<file path="src/inc/mppio_defines.svh">
/*
  register offsets, widths, reset values and mode codes of the port block.
  assumes inclusion by bare name from the package and the design file.
*/
`ifndef MPPIO_DEFINES_SVH
`define MPPIO_DEFINES_SVH
// ****************************************************************
// port widths
// ****************************************************************
`define MPPIO_W1 8
`define MPPIO_W2 8
`define MPPIO_W3 6
`define MPPIO_W4 8
`define MPPIO_WA 4
`define MPPIO_WB 8
`define MPPIO_WC 8
`define MPPIO_WD 8
// ****************************************************************
// register slots: port index times 0x20 plus register offset
// ****************************************************************
`define MPPIO_OFF_DIR 5'h00
`define MPPIO_OFF_OUT 5'h04
`define MPPIO_OFF_PIN 5'h08
`define MPPIO_OFF_PUL 5'h0c
`define MPPIO_OFF_ODC 5'h10
`define MPPIO_OFF_MODE 12'h100
`define MPPIO_PORT_CNT 8
`define MPPIO_IDX_P4 3'h3
`define MPPIO_IDX_PA 3'h4
`define MPPIO_IDX_PD 3'h7
// ****************************************************************
// reset values and modes
// ****************************************************************
`define MPPIO_RST_BYTE 8'h00
`define MPPIO_RST_MODE 3'h7
`define MPPIO_MODE_4 3'h4
`define MPPIO_MODE_5 3'h5
`define MPPIO_MODE_6 3'h6
`define MPPIO_RESP_OK 2'h0
`define MPPIO_RESP_ERR 2'h2
`endif

</file>
<file path="src/inc/mppio_pkg.sv">
/*
  types of the port block.
  assumes mppio_defines.svh on the include path.
*/
`include "mppio_defines.svh"
package mppio_pkg;
  // ****************************************************************
  // types
  // ****************************************************************
  typedef logic [7:0] mppio_byte_t [`MPPIO_PORT_CNT];
  typedef struct packed {
    logic [31:0] data;
    logic [1:0] resp;
  } mppio_rsp_t;
  typedef enum logic [1:0] {
    MPPIO_W_IDLE = 2'b00,
    MPPIO_W_RESP = 2'b01
  } mppio_wst_t;
endpackage

</file>
<file path="src/verilog/mppio_ports.sv">
/*
  port block: direction and output latch per two-way port, pin read per port, pull-up on ports a to d,
  open-drain on ports 3 and a, plus address and upper data bus takeover by operating mode.
  assumes an axi4-lite master on core_clk_i and synchronous pin inputs.
*/
// Functional notes
// - each two-way port has a per-pin direction bit: input or output
// - output latch bit is driven on pins set as output, except ports a to c in modes 4 to 6, port d in modes 4 and 5, open-drain highs
// - pin register reads the current levels on the port pins
// - port 4 is eight input-only pins, no direction, read via pin reg
// - ports a to d carry per-pin pull-up enable bits
// - port 3 open-drain bit kills the high drive; port a's does so outside modes 4 to 6
// - mode 6 port a: dir 0 input, dir 1 address out; mode 7 plain
// - mode 6 ports b,c: dir 0 input, dir 1 address out; mode 7 plain
`timescale 1ns/1ps
`include "mppio_defines.svh"
module mppio_ports
  import mppio_pkg::*;
(
  input wire logic core_clk_i,
  input wire logic rst_n_i,
  input wire logic [11:0] s_axi_awaddr,
  input wire logic s_axi_awvalid,
  output logic s_axi_awready,
  input wire logic [31:0] s_axi_wdata,
  input wire logic [3:0] s_axi_wstrb,
  input wire logic s_axi_wvalid,
  output logic s_axi_wready,
  output logic [1:0] s_axi_bresp,
  output logic s_axi_bvalid,
  input wire logic s_axi_bready,
  input wire logic [11:0] s_axi_araddr,
  input wire logic s_axi_arvalid,
  output logic s_axi_arready,
  output logic [31:0] s_axi_rdata,
  output logic [1:0] s_axi_rresp,
  output logic s_axi_rvalid,
  input wire logic s_axi_rready,
  input wire logic [63:0] pin_i,
  output logic [63:0] pin_o,
  output logic [63:0] pin_oe_o,
  output logic [63:0] pullup_o,
  input wire logic [23:0] addr_bus_i,
  input wire logic [7:0] data_hi_i,
  input wire logic data_hi_oe_i,
  output logic [7:0] data_hi_o
);
  // ****************************************************************
  // register state; port index 0..7 = 1,2,3,4,a,b,c,d
  // ****************************************************************
  mppio_byte_t dir_reg, dir_next;
  mppio_byte_t output_latch_reg, output_latch_next;
  mppio_byte_t pullup_enable_reg, pullup_enable_next;
  mppio_byte_t open_collector_ctrl_reg, open_collector_ctrl_next;
  logic [2:0] mode_reg, mode_next;
  mppio_wst_t wst_reg, wst_next;
  logic [11:0] awa_reg, awa_next;
  logic aw_got_reg, aw_got_next, w_got_reg, w_got_next;
  logic [31:0] wd_reg, wd_next;
  logic [1:0] bresp_reg, bresp_next;
  logic rv_reg, rv_next;
  mppio_rsp_t rsp_reg, rsp_next;
  logic [7:0] pin_byte [`MPPIO_PORT_CNT];

  function automatic logic [7:0] port_mask(input logic [2:0] idx);
    case (idx)
      3'h2: port_mask = 8'h3f;
      3'h4: port_mask = 8'h0f;
      default: port_mask = 8'hff;
    endcase
  endfunction

  // which registers exist per port; writes elsewhere return slverr
  function automatic logic reg_ok(input logic [11:0] a, input logic wr);
    logic [2:0] p;
    logic [4:0] o;
    p = a[7:5];
    o = a[4:0];
    reg_ok = 1'b0;
    if (a == `MPPIO_OFF_MODE) reg_ok = 1'b1;
    else if (a[11:8] != 4'h0) reg_ok = 1'b0;
    else begin
      case (o)
        `MPPIO_OFF_DIR: reg_ok = (p != `MPPIO_IDX_P4);
        `MPPIO_OFF_OUT: reg_ok = (p != `MPPIO_IDX_P4);
        `MPPIO_OFF_PIN: reg_ok = !wr;
        `MPPIO_OFF_PUL: reg_ok = (p >= `MPPIO_IDX_PA);
        `MPPIO_OFF_ODC: reg_ok = (p == 3'h2) || (p == `MPPIO_IDX_PA);
        default: reg_ok = 1'b0;
      endcase
    end
  endfunction

  // ****************************************************************
  // pin drive
  // ****************************************************************
  logic bus_mode, m6;
  assign bus_mode = (mode_reg == `MPPIO_MODE_4) ||
                    (mode_reg == `MPPIO_MODE_5);
  assign m6 = (mode_reg == `MPPIO_MODE_6);

  always_comb begin
    logic [7:0] val, oe, addr;
    val = 8'h00;
    oe = 8'h00;
    addr = 8'h00;
    pin_o = '0;
    pin_oe_o = '0;
    pullup_o = '0;
    data_hi_o = pin_i[63:56];
    for (int i = 0; i < `MPPIO_PORT_CNT; i++) begin
      val = output_latch_reg[i];
      oe = dir_reg[i];
      addr = 8'h00;
      if (i == 4) addr = {4'h0, addr_bus_i[19:16]};
      if (i == 5) addr = addr_bus_i[15:8];
      if (i == 6) addr = addr_bus_i[7:0];
      if (i >= 4 && i <= 6) begin
        if (bus_mode) begin
          val = addr;
          oe = 8'hff;
        end else if (m6) begin
          val = addr;
        end
      end
      if (i == 7 && bus_mode) begin
        val = data_hi_i;
        oe = {8{data_hi_oe_i}};
      end
      if (i == 3) oe = 8'h00;
      // open drain: drive only the low level, release for high
      if ((i == 2 || i == 4) && !(i == 4 && (bus_mode || m6)))
        oe = oe & ~(open_collector_ctrl_reg[i] & val);
      oe = oe & port_mask(3'(i));
      pin_o[i*8 +: 8] = val & oe;
      pin_oe_o[i*8 +: 8] = oe;
      pullup_o[i*8 +: 8] = pullup_enable_reg[i] & ~oe;
    end
  end

  always_comb begin
    for (int i = 0; i < `MPPIO_PORT_CNT; i++)
      pin_byte[i] = pin_i[i*8 +: 8] & port_mask(3'(i));
  end

  // ****************************************************************
  // axi4-lite slave: one write, one read at a time
  // ****************************************************************
  assign s_axi_awready = (wst_reg == MPPIO_W_IDLE) && !aw_got_reg;
  assign s_axi_wready = (wst_reg == MPPIO_W_IDLE) && !w_got_reg;
  assign s_axi_bvalid = (wst_reg == MPPIO_W_RESP);
  assign s_axi_bresp = bresp_reg;
  assign s_axi_arready = !rv_reg;
  assign s_axi_rvalid = rv_reg;
  assign s_axi_rdata = rsp_reg.data;
  assign s_axi_rresp = rsp_reg.resp;

  always_comb begin
    logic [2:0] p;
    logic [7:0] d;
    p = awa_reg[7:5];
    d = wd_reg[7:0] & port_mask(awa_reg[7:5]);
    dir_next = dir_reg;
    output_latch_next = output_latch_reg;
    pullup_enable_next = pullup_enable_reg;
    open_collector_ctrl_next = open_collector_ctrl_reg;
    mode_next = mode_reg;
    wst_next = wst_reg;
    awa_next = awa_reg;
    aw_got_next = aw_got_reg;
    w_got_next = w_got_reg;
    wd_next = wd_reg;
    bresp_next = bresp_reg;
    case (wst_reg)
      MPPIO_W_IDLE: begin
        if (s_axi_awvalid && s_axi_awready) begin
          awa_next = s_axi_awaddr;
          aw_got_next = 1'b1;
        end
        if (s_axi_wvalid && s_axi_wready) begin
          // only the low lane carries data; other lanes ignored
          wd_next = s_axi_wstrb[0] ? s_axi_wdata : 32'h0000_0000;
          w_got_next = 1'b1;
        end
        if (aw_got_reg && w_got_reg) begin
          if (!reg_ok(awa_reg, 1'b1)) bresp_next = `MPPIO_RESP_ERR;
          else begin
            bresp_next = `MPPIO_RESP_OK;
            if (awa_reg == `MPPIO_OFF_MODE) mode_next = wd_reg[2:0];
            else begin
              case (awa_reg[4:0])
                `MPPIO_OFF_DIR: dir_next[p] = d;
                `MPPIO_OFF_OUT: output_latch_next[p] = d;
                `MPPIO_OFF_PUL: pullup_enable_next[p] = d;
                `MPPIO_OFF_ODC: open_collector_ctrl_next[p] = d;
                default: bresp_next = `MPPIO_RESP_ERR;
              endcase
            end
          end
          aw_got_next = 1'b0;
          w_got_next = 1'b0;
          wst_next = MPPIO_W_RESP;
        end
      end
      MPPIO_W_RESP: if (s_axi_bready) wst_next = MPPIO_W_IDLE;
      default: wst_next = MPPIO_W_IDLE;
    endcase
  end

  always_comb begin
    logic [2:0] p;
    logic [7:0] v;
    p = s_axi_araddr[7:5];
    v = 8'h00;
    rv_next = rv_reg;
    rsp_next = rsp_reg;
    if (rv_reg && s_axi_rready) rv_next = 1'b0;
    if (s_axi_arvalid && s_axi_arready) begin
      rv_next = 1'b1;
      rsp_next.resp = reg_ok(s_axi_araddr, 1'b0) ?
                      `MPPIO_RESP_OK : `MPPIO_RESP_ERR;
      if (s_axi_araddr == `MPPIO_OFF_MODE) v = {5'h00, mode_reg};
      else begin
        case (s_axi_araddr[4:0])
          `MPPIO_OFF_DIR: v = dir_reg[p];
          `MPPIO_OFF_OUT: v = output_latch_reg[p];
          `MPPIO_OFF_PIN: v = pin_byte[p];
          `MPPIO_OFF_PUL: v = pullup_enable_reg[p];
          `MPPIO_OFF_ODC: v = open_collector_ctrl_reg[p];
          default: v = 8'h00;
        endcase
      end
      rsp_next.data = reg_ok(s_axi_araddr, 1'b0) ? {24'h0, v} : 32'h0;
    end
  end

  // ****************************************************************
  // registers
  // ****************************************************************
  always_ff @(posedge core_clk_i) begin
    if (!rst_n_i) begin
      for (int i = 0; i < `MPPIO_PORT_CNT; i++) begin
        dir_reg[i] <= `MPPIO_RST_BYTE;
        output_latch_reg[i] <= `MPPIO_RST_BYTE;
        pullup_enable_reg[i] <= `MPPIO_RST_BYTE;
        open_collector_ctrl_reg[i] <= `MPPIO_RST_BYTE;
      end
      mode_reg <= `MPPIO_RST_MODE;
      wst_reg <= MPPIO_W_IDLE;
      awa_reg <= 12'h000;
      aw_got_reg <= 1'b0;
      w_got_reg <= 1'b0;
      wd_reg <= 32'h0000_0000;
      bresp_reg <= `MPPIO_RESP_OK;
      rv_reg <= 1'b0;
      rsp_reg <= '0;
    end else begin
      dir_reg <= dir_next;
      output_latch_reg <= output_latch_next;
      pullup_enable_reg <= pullup_enable_next;
      open_collector_ctrl_reg <= open_collector_ctrl_next;
      mode_reg <= mode_next;
      wst_reg <= wst_next;
      awa_reg <= awa_next;
      aw_got_reg <= aw_got_next;
      w_got_reg <= w_got_next;
      wd_reg <= wd_next;
      bresp_reg <= bresp_next;
      rv_reg <= rv_next;
      rsp_reg <= rsp_next;
    end
  end
endmodule // mppio_ports

</file>
<file path="config.mk">
export PLATFORM = sky130hd
export DESIGN_NAME = mppio_ports
export DESIGN_NICKNAME = d
export VERILOG_FILES = /design/src/inc/mppio_pkg.sv /design/src/verilog/mppio_ports.sv
export VERILOG_INCLUDE_DIRS = /design/src /design/src/inc
export SDC_FILE = /design/constraint.sdc
export NUM_CORES = 1
export LEC_CHECK = 0
export ABC_AREA = 1
export BUFFER_PORTS_ARGS = -buffer_cell sky130_fd_sc_hd__buf_2
export CAP_MARGIN = 20
export CORE_MARGIN = 4
export CORE_UTILIZATION = 49
export DETAILED_ROUTE_END_ITERATION = 8
export HOLD_SLACK_MARGIN = 0.03
export PLACE_DENSITY_LB_ADDON = 0.12
export SYNTH_ARGS = -nofsm -noshare
export SYNTH_HDL_FRONTEND = slang
export SYNTH_SLANG_ARGS = --single-unit
</file>
<file path="constraint.sdc">
create_clock -name core_clk_i -period 1.8 [get_ports core_clk_i]
set_clock_uncertainty 0.2 [all_clocks]
set_input_delay 0 -clock core_clk_i [delete_from_list [all_inputs] [get_ports core_clk_i]]
set_output_delay 0 -clock core_clk_i [all_outputs]
set_load 0.02 [all_outputs]
</file>
==> impl_metrics.tcl, run 1 <==
set metrics [dict create \
    status "finished, violations left" \
    violations "hold timing, setup timing" \
    dpl_worst_slack_ns -0.318 \
    htree_levels 2 \
    ir_drop_mv 0.675 \
    cts.path.max_buffers 3 \
    rsz0062_at_grt "true" \
    syn_to_final_growth_pct 45.3 \
    drc 0 \
    timing.critical_path.mode_cell "buf_12" \
    synthSimpleGateAreaFrac 0.336 \
    setup_violations 245 \
    critPathKind "register to output pin" \
    io_buffers 313 \
    drive_above_1_share 0.326 \
    start_util 0.496 \
    synth-seq-cells 293 \
    cts-buffers-inserted 34 \
    worstSetupStartpointType "register" \
    critical_path.endpoint_type "output pin" \
    cellLeakagePower_nw 11.8 \
    vias 18063 \
    final_common_cell "nand2_1" \
    relSlewSlack 0.364 \
    syn_area_per_cell_sq_um 6.27 \
    gp_congestion 0.950 \
    synth_top_family_by_area "simple AND/OR/NAND/NOR gates" \
    cp_slowest_stage_delay_ns 0.36 \
    synth.area.mux_share 0 \
    overflow 0 \
    path_cells "inv_4, nor2_4, buf_12, nor2_4, buf_12, buf_12, buf_8, a21oi_4, buf_6" \
    p_per_area_mw_per_mm2 707 \
    cts_sinks 293 \
    path_max_fanout 6 \
    ios 405 \
    fin_util 0.720 \
    ys.flop_type "dfxtp_1" \
    cp.required_ns 1.60 \
    drt-initial-drc-count 1816 \
    cap_violations 0 \
    yosys-top-cells-area "dfxtp_1, nand2_1, nor2_1" \
    grt_pass1_wl_microns 93300 \
    maxSlewViolCount 0 \
    synth_xor_area_frac 0 \
    final_cell_mix "nand2_1, nor2_1, inv_1" \
    ys_warn_count 0 \
    fin_nets 3121 \
    cts-hold-fix-buffers 38 \
    die-area_sq_mm 0.0348 \
    path_delay_family "buffers and inverters" \
    crit_buf_inv 6 \
    finalHoldViolCount 6 \
    synth_largest_area_cell "dfxtp_1" \
    hold_depth 8 \
    synthAdderAreaFrac 0 \
    synth-async-reset-ratio 0 \
    worstSkewPairLatency_ns 0.53 \
    wl_per_cell_microns 19.0 \
    min_period_ns 2.20 \
    setup_ws_ns -0.400 \
    slowest_stage "dfxtp_2" \
    yosysUniqueCellTypes 37 \
    synth_edf_count 0 \
    cts.clk_slew.worst_paths_ns 0.06 \
    grt_pass1_vias 16527 \
    netlist_area_sq_mm 0.0156 \
    die_w_microns 186 \
    syn_inst 2489 \
    num_rows 65 \
    cts_tree "done" \
    whs_ns -0.0452 \
    antenna_found_initial 0 \
    clockRootBuffer "clkbuf_16" \
    hold_path.class "input pin to register" \
    wl_microns 64200 \
    final_antenna_net_count 0 \
    dr.pass1.iters 6 \
    place_hpwl_microns 42000 \
    fin_crit_sh 1.22 \
    synth-compound-area-share 0.117 \
    grt_max_degree 94 \
    seq_area_frac_synth 0.376 \
    worstMarginPinSlew_ns 0.954 \
    grt_util_all_layers 0.333 \
    clock.fmax_mhz 455 \
    crit_arrival_ns 2.00 \
    dieHeight_microns 186 \
    synth_top_area_share 0.376 \
    r2r_cells 14 \
    vias_per_cell 5.34 \
    worstSetupPathDepth 9 \
    antenna_cells 0 \
    core_area_sq_mm 0.0315 \
]
-- tightest hold or removal path, cell delays in order --
cell     delay [ns]
buf_2          0.07
or2_2          0.12
nor4_2         0.06
inv_1          0.07
nand2_1        0.07
nand2_2        0.09
inv_1          0.07
nor2_1         0.07
-- final timing paths --
kind                                            startpoint                                  endpoint  slack, ns
setup reg to reg                   awa_reg[3]$_SDFFE_PN0P_         output_latch_reg[11]$_SDFFE_PN0P_      -0.34
hold / removal                            s_axi_araddr[10]               s_axi_rresp[1]$_SDFFE_PN0P_      -0.05
setup / recovery                  mode_reg[2]$_SDFFE_PN1P_                                 pin_o[41]      -0.40
hold reg to reg   open_collector_ctrl_reg[38]$_SDFFE_PN0P_  open_collector_ctrl_reg[38]$_SDFFE_PN0P_       0.22
-- through the flow --
stage          power, mW  TNS (ns)  hold slack [ns]  cells  instance area, sq um
6_report            16.0    -57.45          -0.0452   3383                 22700
5_1_grt             16.5    -74.09          0.00156   3383                 22700
4_1_cts             15.8    -32.20          -0.0566   3367                 21400
3_5_place_dp        8.64    -32.98           0.0368   3212                 18300
3_3_place_gp        8.63    -28.30           0.0349   3212                 18300
2_1_floorplan       7.86     -7.52          -0.0874   2542                 15900
-- synth_stat cells (2+ instances only) --
library cell,instances
nand2_1,583
nor2_1,455
inv_1,367
dfxtp_1,293
o21ai_0,170
nand3_1,134
a21oi_1,113
buf_4,92
clkbuf_1,89
nand4_1,37
o211ai_1,32
buf_2,24
nor3_1,12
buf_1,11
nor2_4,8
o22ai_1,8
a211oi_1,7
inv_2,6
nand3_4,6
buf_6,5
a21boi_0,4
nand3_2,4
nor4_1,4
clkinv_1,3
nor2_2,3
nor3b_1,3
or2_2,3
nand3b_1,2
nor3_2,2
o21bai_1,2
-- where the power goes --
part	internal (mW)	leakage (nW)	switching, mW
Combinational	0.995	8.91	1.64
Sequential	6.54	2.37	0.0480
Clock	3.94	0.535	2.87
-- metal layers --
layer,vias up,part of all wire,GRT usage
li1,8511,-,-
met1,8269,0.40,0.443
met2,1084,0.46,0.541
met3,199,0.099,0.0615
met4,0,0.047,0.127
met5,-,0,0
-- cell families after synthesis --
kind of cell / Yosys count
flops: 293
other cells: 1
buf+inv: 599
simple gates: 1258
compound gates: 338
-- cell type report --
class,count,area (sq um)
repair buffers,591,4950
well taps,402,503
clock inverters,12,106
clock buffers,48,973
fillers,2568,8820
flip-flops and latches,293,5880
multi-input cells,1661,8780
inverters,376,1460
-- timing repair --
action,4_1_cts,5_1_grt
endpoints found under the hold margin,275,2
setup endpoints to repair,262,267
setup buffers,36,23
gates resized for setup,296,358
pin swaps,75,104
cloned,22,6
Power figures use the tool's default switching activity.
==> run 2: changes to the inputs <==
--- a/config.mk
+++ b/config.mk
@@ -12,7 +12,6 @@
 export CORE_MARGIN = 4
 export CORE_UTILIZATION = 49
 export DETAILED_ROUTE_END_ITERATION = 8
-export HOLD_SLACK_MARGIN = 0.03
 export PLACE_DENSITY_LB_ADDON = 0.12
 export SYNTH_ARGS = -nofsm -noshare
 export SYNTH_HDL_FRONTEND = slang
==> run 2 against run 1 <==
Net effect:
- clock power barely moved
- total power barely moved
- the run still ends with hold timing, setup timing left
- wire length barely moved
- sequential power barely moved
- highest routed layer unchanged
- critical path type unchanged
- cell area barely moved
- largest power group unchanged
- sequential share of layout area barely moved
==> impl_metrics.tcl, run 2 (synthesis results as in run 1) <==
set metrics [dict create \
    setup_ws_ns -0.404 \
    worstSetupStartpointType "register" \
    crit_arrival_ns 2.00 \
    netSwitchingPower_mw 4.57 \
    cts_tree "done" \
    wl_per_cell_microns 19.0 \
    vias 18005 \
    whs_ns -0.0482 \
    wl_microns 64200 \
    cp_slowest_stage_delay_ns 0.36 \
    cts-hold-fix-buffers 37 \
    dpl_worst_slack_ns -0.318 \
    timing.critical_path.mode_cell "buf_12" \
    critPathKind "register to output pin" \
    dieHeight_microns 186 \
    path_delay_family "buffers and inverters" \
    drive_above_1_share 0.327 \
    status "finished, violations left" \
    violations "hold timing, setup timing" \
    min_period_ns 2.20 \
    r2r_end "output_latch_reg[11]$_SDFFE_PN0P_" \
    cts_sinks 293 \
    clockRootBuffer "clkbuf_16" \
    path_cells "inv_4, nor2_4, buf_12, nor2_4, buf_12, buf_12, buf_8, a21oi_4, buf_6" \
    antenna_cells 0 \
    combPwrFrac 0.164 \
    fin_nets 3120 \
    finalHoldViolCount 6 \
    path_max_fanout 6 \
    crit_buf_inv 6 \
    relSlewSlack 0.366 \
    maxSlewViolCount 0 \
    cts.clk_slew.worst_paths_ns 0.06 \
    num_rows 65 \
    rsz0062_at_grt "true" \
    r2r_start "awa_reg[3]$_SDFFE_PN0P_" \
    grt_pass1_vias 16515 \
    die-area_sq_mm 0.0348 \
    place_hpwl_microns 42000 \
    cellLeakagePower_nw 11.8 \
    vias_per_cell 5.32 \
    hold_path_end "s_axi_rresp[1]$_SDFFE_PN0P_" \
    final_common_cell "nand2_1" \
    grt_max_degree 94 \
    htree_levels 2 \
    hold_depth 8 \
    drc 0 \
    io_buffers 313 \
    drt-initial-drc-count 1893 \
    multi_input_area_sq_mm 0.00878 \
    core_area_sq_mm 0.0315 \
    fin_setup_tns_ns -59.08 \
    fin_crit_sh 1.22 \
    grt_pass1_wl_microns 93300 \
    cap_violations 0 \
    worstHoldStart "s_axi_araddr[10]" \
    clockPowerShare 0.425 \
    cp.required_ns 1.60 \
    final_antenna_net_count 0 \
    fill_cells 2569 \
    start_util 0.496 \
    ios 405 \
    cts.path.max_buffers 3 \
    antenna_found_initial 0 \
    dr.pass1.iters 5 \
    cts-buffers-inserted 34 \
    setup_violations 245 \
    worstMarginPinSlew_ns 0.952 \
    p_per_area_mw_per_mm2 708 \
    ir_drop_mv 0.675 \
    overflow 0 \
    slowest_stage "dfxtp_2" \
    r2r_cells 14 \
    critical_path.endpoint_type "output pin" \
    ff2ff_setup_slack_ns -0.35 \
    gp_congestion 0.950 \
    final_cell_mix "nand2_1, nor2_1, inv_1" \
    die_w_microns 186 \
    worstSkewPairLatency_ns 0.53 \
    pwr-share-seq 0.411 \
    p_sw_frac 0.285 \
    hold_path.class "input pin to register" \
    ff_latch_area_sq_mm 0.00588 \
    syn_to_final_growth_pct 45.2 \
    grt_util_all_layers 0.333 \
    p_int_mw 11.5 \
    clock.fmax_mhz 454 \
]
## run 2: cell count changes in the layout (fill, tap and decap cells not counted), sizes merged
cell | before | now
dlygate4sd3 | 35 | 34
## run 2: power groups by stage
stage	registers, mW	logic, mW	clock network, mW
floorplan	6.72	1.14	0
global placement	6.72	1.91	0
detailed placement	6.72	1.92	0
CTS	6.58	2.42	6.80
global route	6.59	2.78	7.11
finish	6.59	2.64	6.81
## run 2: worst min-delay path, stage by stage
cell	delay [ns]
buf_2	0.07
or2_2	0.12
nor4_2	0.06
inv_1	0.07
nand2_1	0.07
nand2_2	0.09
inv_1	0.07
nor2_1	0.07
## run 2: per-layer routing
| layer | vias to the layer above | GRT usage | wire length [microns] |
|---|---|---|---|
| met1 | 8268 | 0.443 | 25500 |
| met4 | 0 | 0.127 | 3190 |
| met2 | 1030 | 0.540 | 29200 |
| met5 | - | 0 | 0 |
| met3 | 208 | 0.0615 | 6340 |
| li1 | 8499 | - | - |
## run 2: per-stage QoR
stage               total power [mW]  instance area [sq um]  hold WS (ns)  instances  utilization
floorplan                       7.86                  15900       -0.0874       2542            -
global placement                8.63                  18300        0.0349       3212        0.582
detailed placement              8.64                  18300        0.0368       3212        0.582
CTS                             15.8                  21400       -0.0566       3366        0.681
global route                    16.5                  22600       0.00156       3382        0.719
finish                          16.0                  22600       -0.0482       3382        0.719
## run 2: layout make-up
| type | instances | share of cell area |
|---|---|---|
| multi-input cells | 1661 | 0.388 |
| flip-flops and latches | 293 | 0.260 |
| repair buffers | 590 | 0.218 |
| inverters | 376 | 0.0644 |
| clock buffers | 48 | 0.0430 |
| well taps | 402 | 0.0222 |
| clock inverters | 12 | 0.00470 |
## run 2: worst max-delay path by stage
stage	startpoint	endpoint	cells past startpoint
final	mode_reg[2]$_SDFFE_PN1P_	pin_o[41]	9
after floorplan	awa_reg[1]$_SDFFE_PN0P_	output_latch_reg[27]$_SDFFE_PN0P_	9
after global routing	mode_reg[2]$_SDFFE_PN1P_	pin_o[41]	9
after global placement	awa_reg[1]$_SDFFE_PN0P_	open_collector_ctrl_reg[28]$_SDFFE_PN0P_	11
after detailed placement	awa_reg[6]$_SDFFE_PN0P_	open_collector_ctrl_reg[29]$_SDFFE_PN0P_	10
after CTS	mode_reg[2]$_SDFFE_PN1P_	pin_o[41]	8
## run 2: timing repair
| action | in CTS | in global routing |
|---|---|---|
| endpoints found under the hold margin | 275 | 1 |
| gates resized for setup | 296 | 358 |
| cloned | 22 | 6 |
| setup endpoints to repair | 262 | 267 |
| pin swaps | 75 | 104 |
| buffers inserted | 36 | 23 |
==> run 3: changes to the inputs <==
--- a/config.mk
+++ b/config.mk
@@ -10,7 +10,8 @@
 export BUFFER_PORTS_ARGS = -buffer_cell sky130_fd_sc_hd__buf_2
 export CAP_MARGIN = 20
 export CORE_MARGIN = 4
-export CORE_UTILIZATION = 49
+export CORE_UTILIZATION = 46
+export CTS_CLUSTER_DIAMETER = 100
 export DETAILED_ROUTE_END_ITERATION = 8
 export PLACE_DENSITY_LB_ADDON = 0.12
 export SYNTH_ARGS = -nofsm -noshare
==> run 3 against run 2 <==
Net effect:
- the run ends with setup timing left
- wire length decreased by 0.37%
- setup slack improved by 0.027 ns
- core utilization down 5.1 points
- hold slack improved by 0.068 ns
- clock power up 3%
- combinational power barely moved
- total power grew 1.2%
- critical endpoint is now pin_o[52]
- largest cell class unchanged
==> impl_metrics.tcl, run 3 (synthesis results as in run 1) <==
set metrics [dict create \
    dr.pass1.iters 6 \
    grt_max_degree 75 \
    pwr-share-seq 0.406 \
    wl_microns 64000 \
    gp_congestion 0.950 \
    fin_util 0.668 \
    clock.fmax_mhz 459 \
    min_period_ns 2.18 \
    dpl_worst_slack_ns -0.334 \
    grt_pass1_vias 16247 \
    worstSetupStartpointType "register" \
    total_power_mw 16.2 \
    finalHoldViolCount 0 \
    final_cell_mix "nand2_1, nor2_1, inv_1" \
    placed_cell_area_sq_mm 0.0184 \
    worstSkewPairLatency_ns 0.52 \
    cap_violations 0 \
    die_w_microns 192 \
    drt-initial-drc-count 1620 \
    vias_per_cell 5.23 \
    antenna_cells 0 \
    syn_to_final_growth_pct 43.7 \
    hold_depth 9 \
    io_buffers 313 \
    dieHeight_microns 192 \
    wl_per_cell_microns 18.6 \
    ir_drop_mv 0.643 \
    core_area_sq_mm 0.0335 \
    grt_util_all_layers 0.326 \
    cts.clk_slew.worst_paths_ns 0.06 \
    drc 0 \
    cts-buffers-inserted 34 \
    num_rows 67 \
    rsz0062_at_grt "true" \
    die-area_sq_mm 0.0369 \
    grt_pass1_wl_microns 93600 \
    cts.path.max_buffers 3 \
    cp.required_ns 1.60 \
    status "finished, violations left" \
    vias 17956 \
    cellLeakagePower_nw 11.8 \
    cts_sinks 293 \
    hold_path.class "input pin to register" \
    fin_setup_tns_ns -44.91 \
    clockRootBuffer "clkbuf_16" \
    critical_path.endpoint_type "output pin" \
    violations "setup timing" \
    netSwitchingPower_mw 4.41 \
    combPwrFrac 0.163 \
    worstMarginPinSlew_ns 0.947 \
    final_antenna_net_count 0 \
    final_common_cell "nand2_1" \
    fin_nets 3130 \
    postLayoutCellArea_sq_mm 0.0224 \
    crit_arrival_ns 1.98 \
    maxSlewViolCount 0 \
    cts_tree "done" \
    antenna_found_initial 0 \
    p_int_mw 11.8 \
    start_util 0.465 \
    whs_ns 0.0202 \
    clockPowerShare 0.431 \
    htree_levels 2 \
    stdcell_count 3433 \
    setup_ws_ns -0.377 \
    fin_crit_sh 1.21 \
    relSlewSlack 0.368 \
    place_hpwl_microns 43700 \
    r2r_cells 13 \
    setup_violations 248 \
    dp.cells 3263 \
    critPathKind "register to output pin" \
    path_max_fanout 10 \
    overflow 0 \
    ios 405 \
    drive_above_1_share 0.299 \
    p_sw_frac 0.272 \
    p_per_area_mw_per_mm2 724 \
]
-- run 3: changes by cell type in the layout (fill, tap and decap cells not counted), moves of 10 or more --
cell and delta:
nand2_2 -10, inv_2 -13, nand3_2 -11, inv_1 +15, nand2_1 +20, nor2_1 +11
buf_4 +17, nand3_1 +11, o21ai_0 +10, o21ai_2 -16
-- run 3: area by class of cell --
class / instances / area (sq um)
Inverter: 376 / 1450
Clock inverter: 10 / 150
Clock buffer: 45 / 973
Fill cell: 2939 / 11100
Tap cell: 448 / 561
Sequential cell: 293 / 5880
Timing Repair Buffer: 600 / 4980
Multi-Input combinational cell: 1661 / 8420
-- run 3: power groups by stage --
stage	registers [mW]	clock network, mW	logic (mW)
after floorplan	6.72	0	1.14
after global placement	6.72	0	1.93
after detailed placement	6.72	0	1.94
after CTS	6.59	7.05	2.41
after global routing	6.59	7.30	2.80
final	6.59	6.99	2.65
-- run 3: final timing paths --
path | slack [ns] | endpoint | from
hold reg to reg | 0.22 | open_collector_ctrl_reg[53]$_SDFFE_PN0P_ | open_collector_ctrl_reg[53]$_SDFFE_PN0P_
setup reg to reg | -0.25 | output_latch_reg[26]$_SDFFE_PN0P_ | awa_reg[3]$_SDFFE_PN0P_
setup / recovery | -0.38 | pin_o[52] | mode_reg[2]$_SDFFE_PN1P_
hold / removal | 0.02 | s_axi_rdata[3]$_SDFFE_PN0P_ | pin_i[3]
-- run 3: metal layers --
metal / vias to the layer above / global-route usage / part of all wire
met1: 8310 / 0.444 / 0.41
met2: 961 / 0.519 / 0.45
li1: 8516 / - / -
met5: - / 0 / 0
met3: 169 / 0.0505 / 0.093
met4: 0 / 0.131 / 0.043
-- run 3: worst max-delay path: stages (launching register included) --
cell and delay (ns):
dfxtp_2 0.33, inv_4 0.07, nor2_4 0.04, buf_12 0.13, nor2_4 0.20, buf_4 0.16
buf_12 0.14, o21ai_0 0.11, a21oi_2 0.13, buf_4 0.15
-- run 3: timing repair --
| item | CTS | global route |
|---|---|---|
| setup buffers | 38 | 12 |
| pin swaps | 90 | 51 |
| resized for setup | 383 | 123 |
| endpoints found under the hold margin | 278 | 0 |
| cloned | 23 | 6 |
| hold buffers | 40 | 0 |
| endpoints found under the setup margin | 260 | 259 |
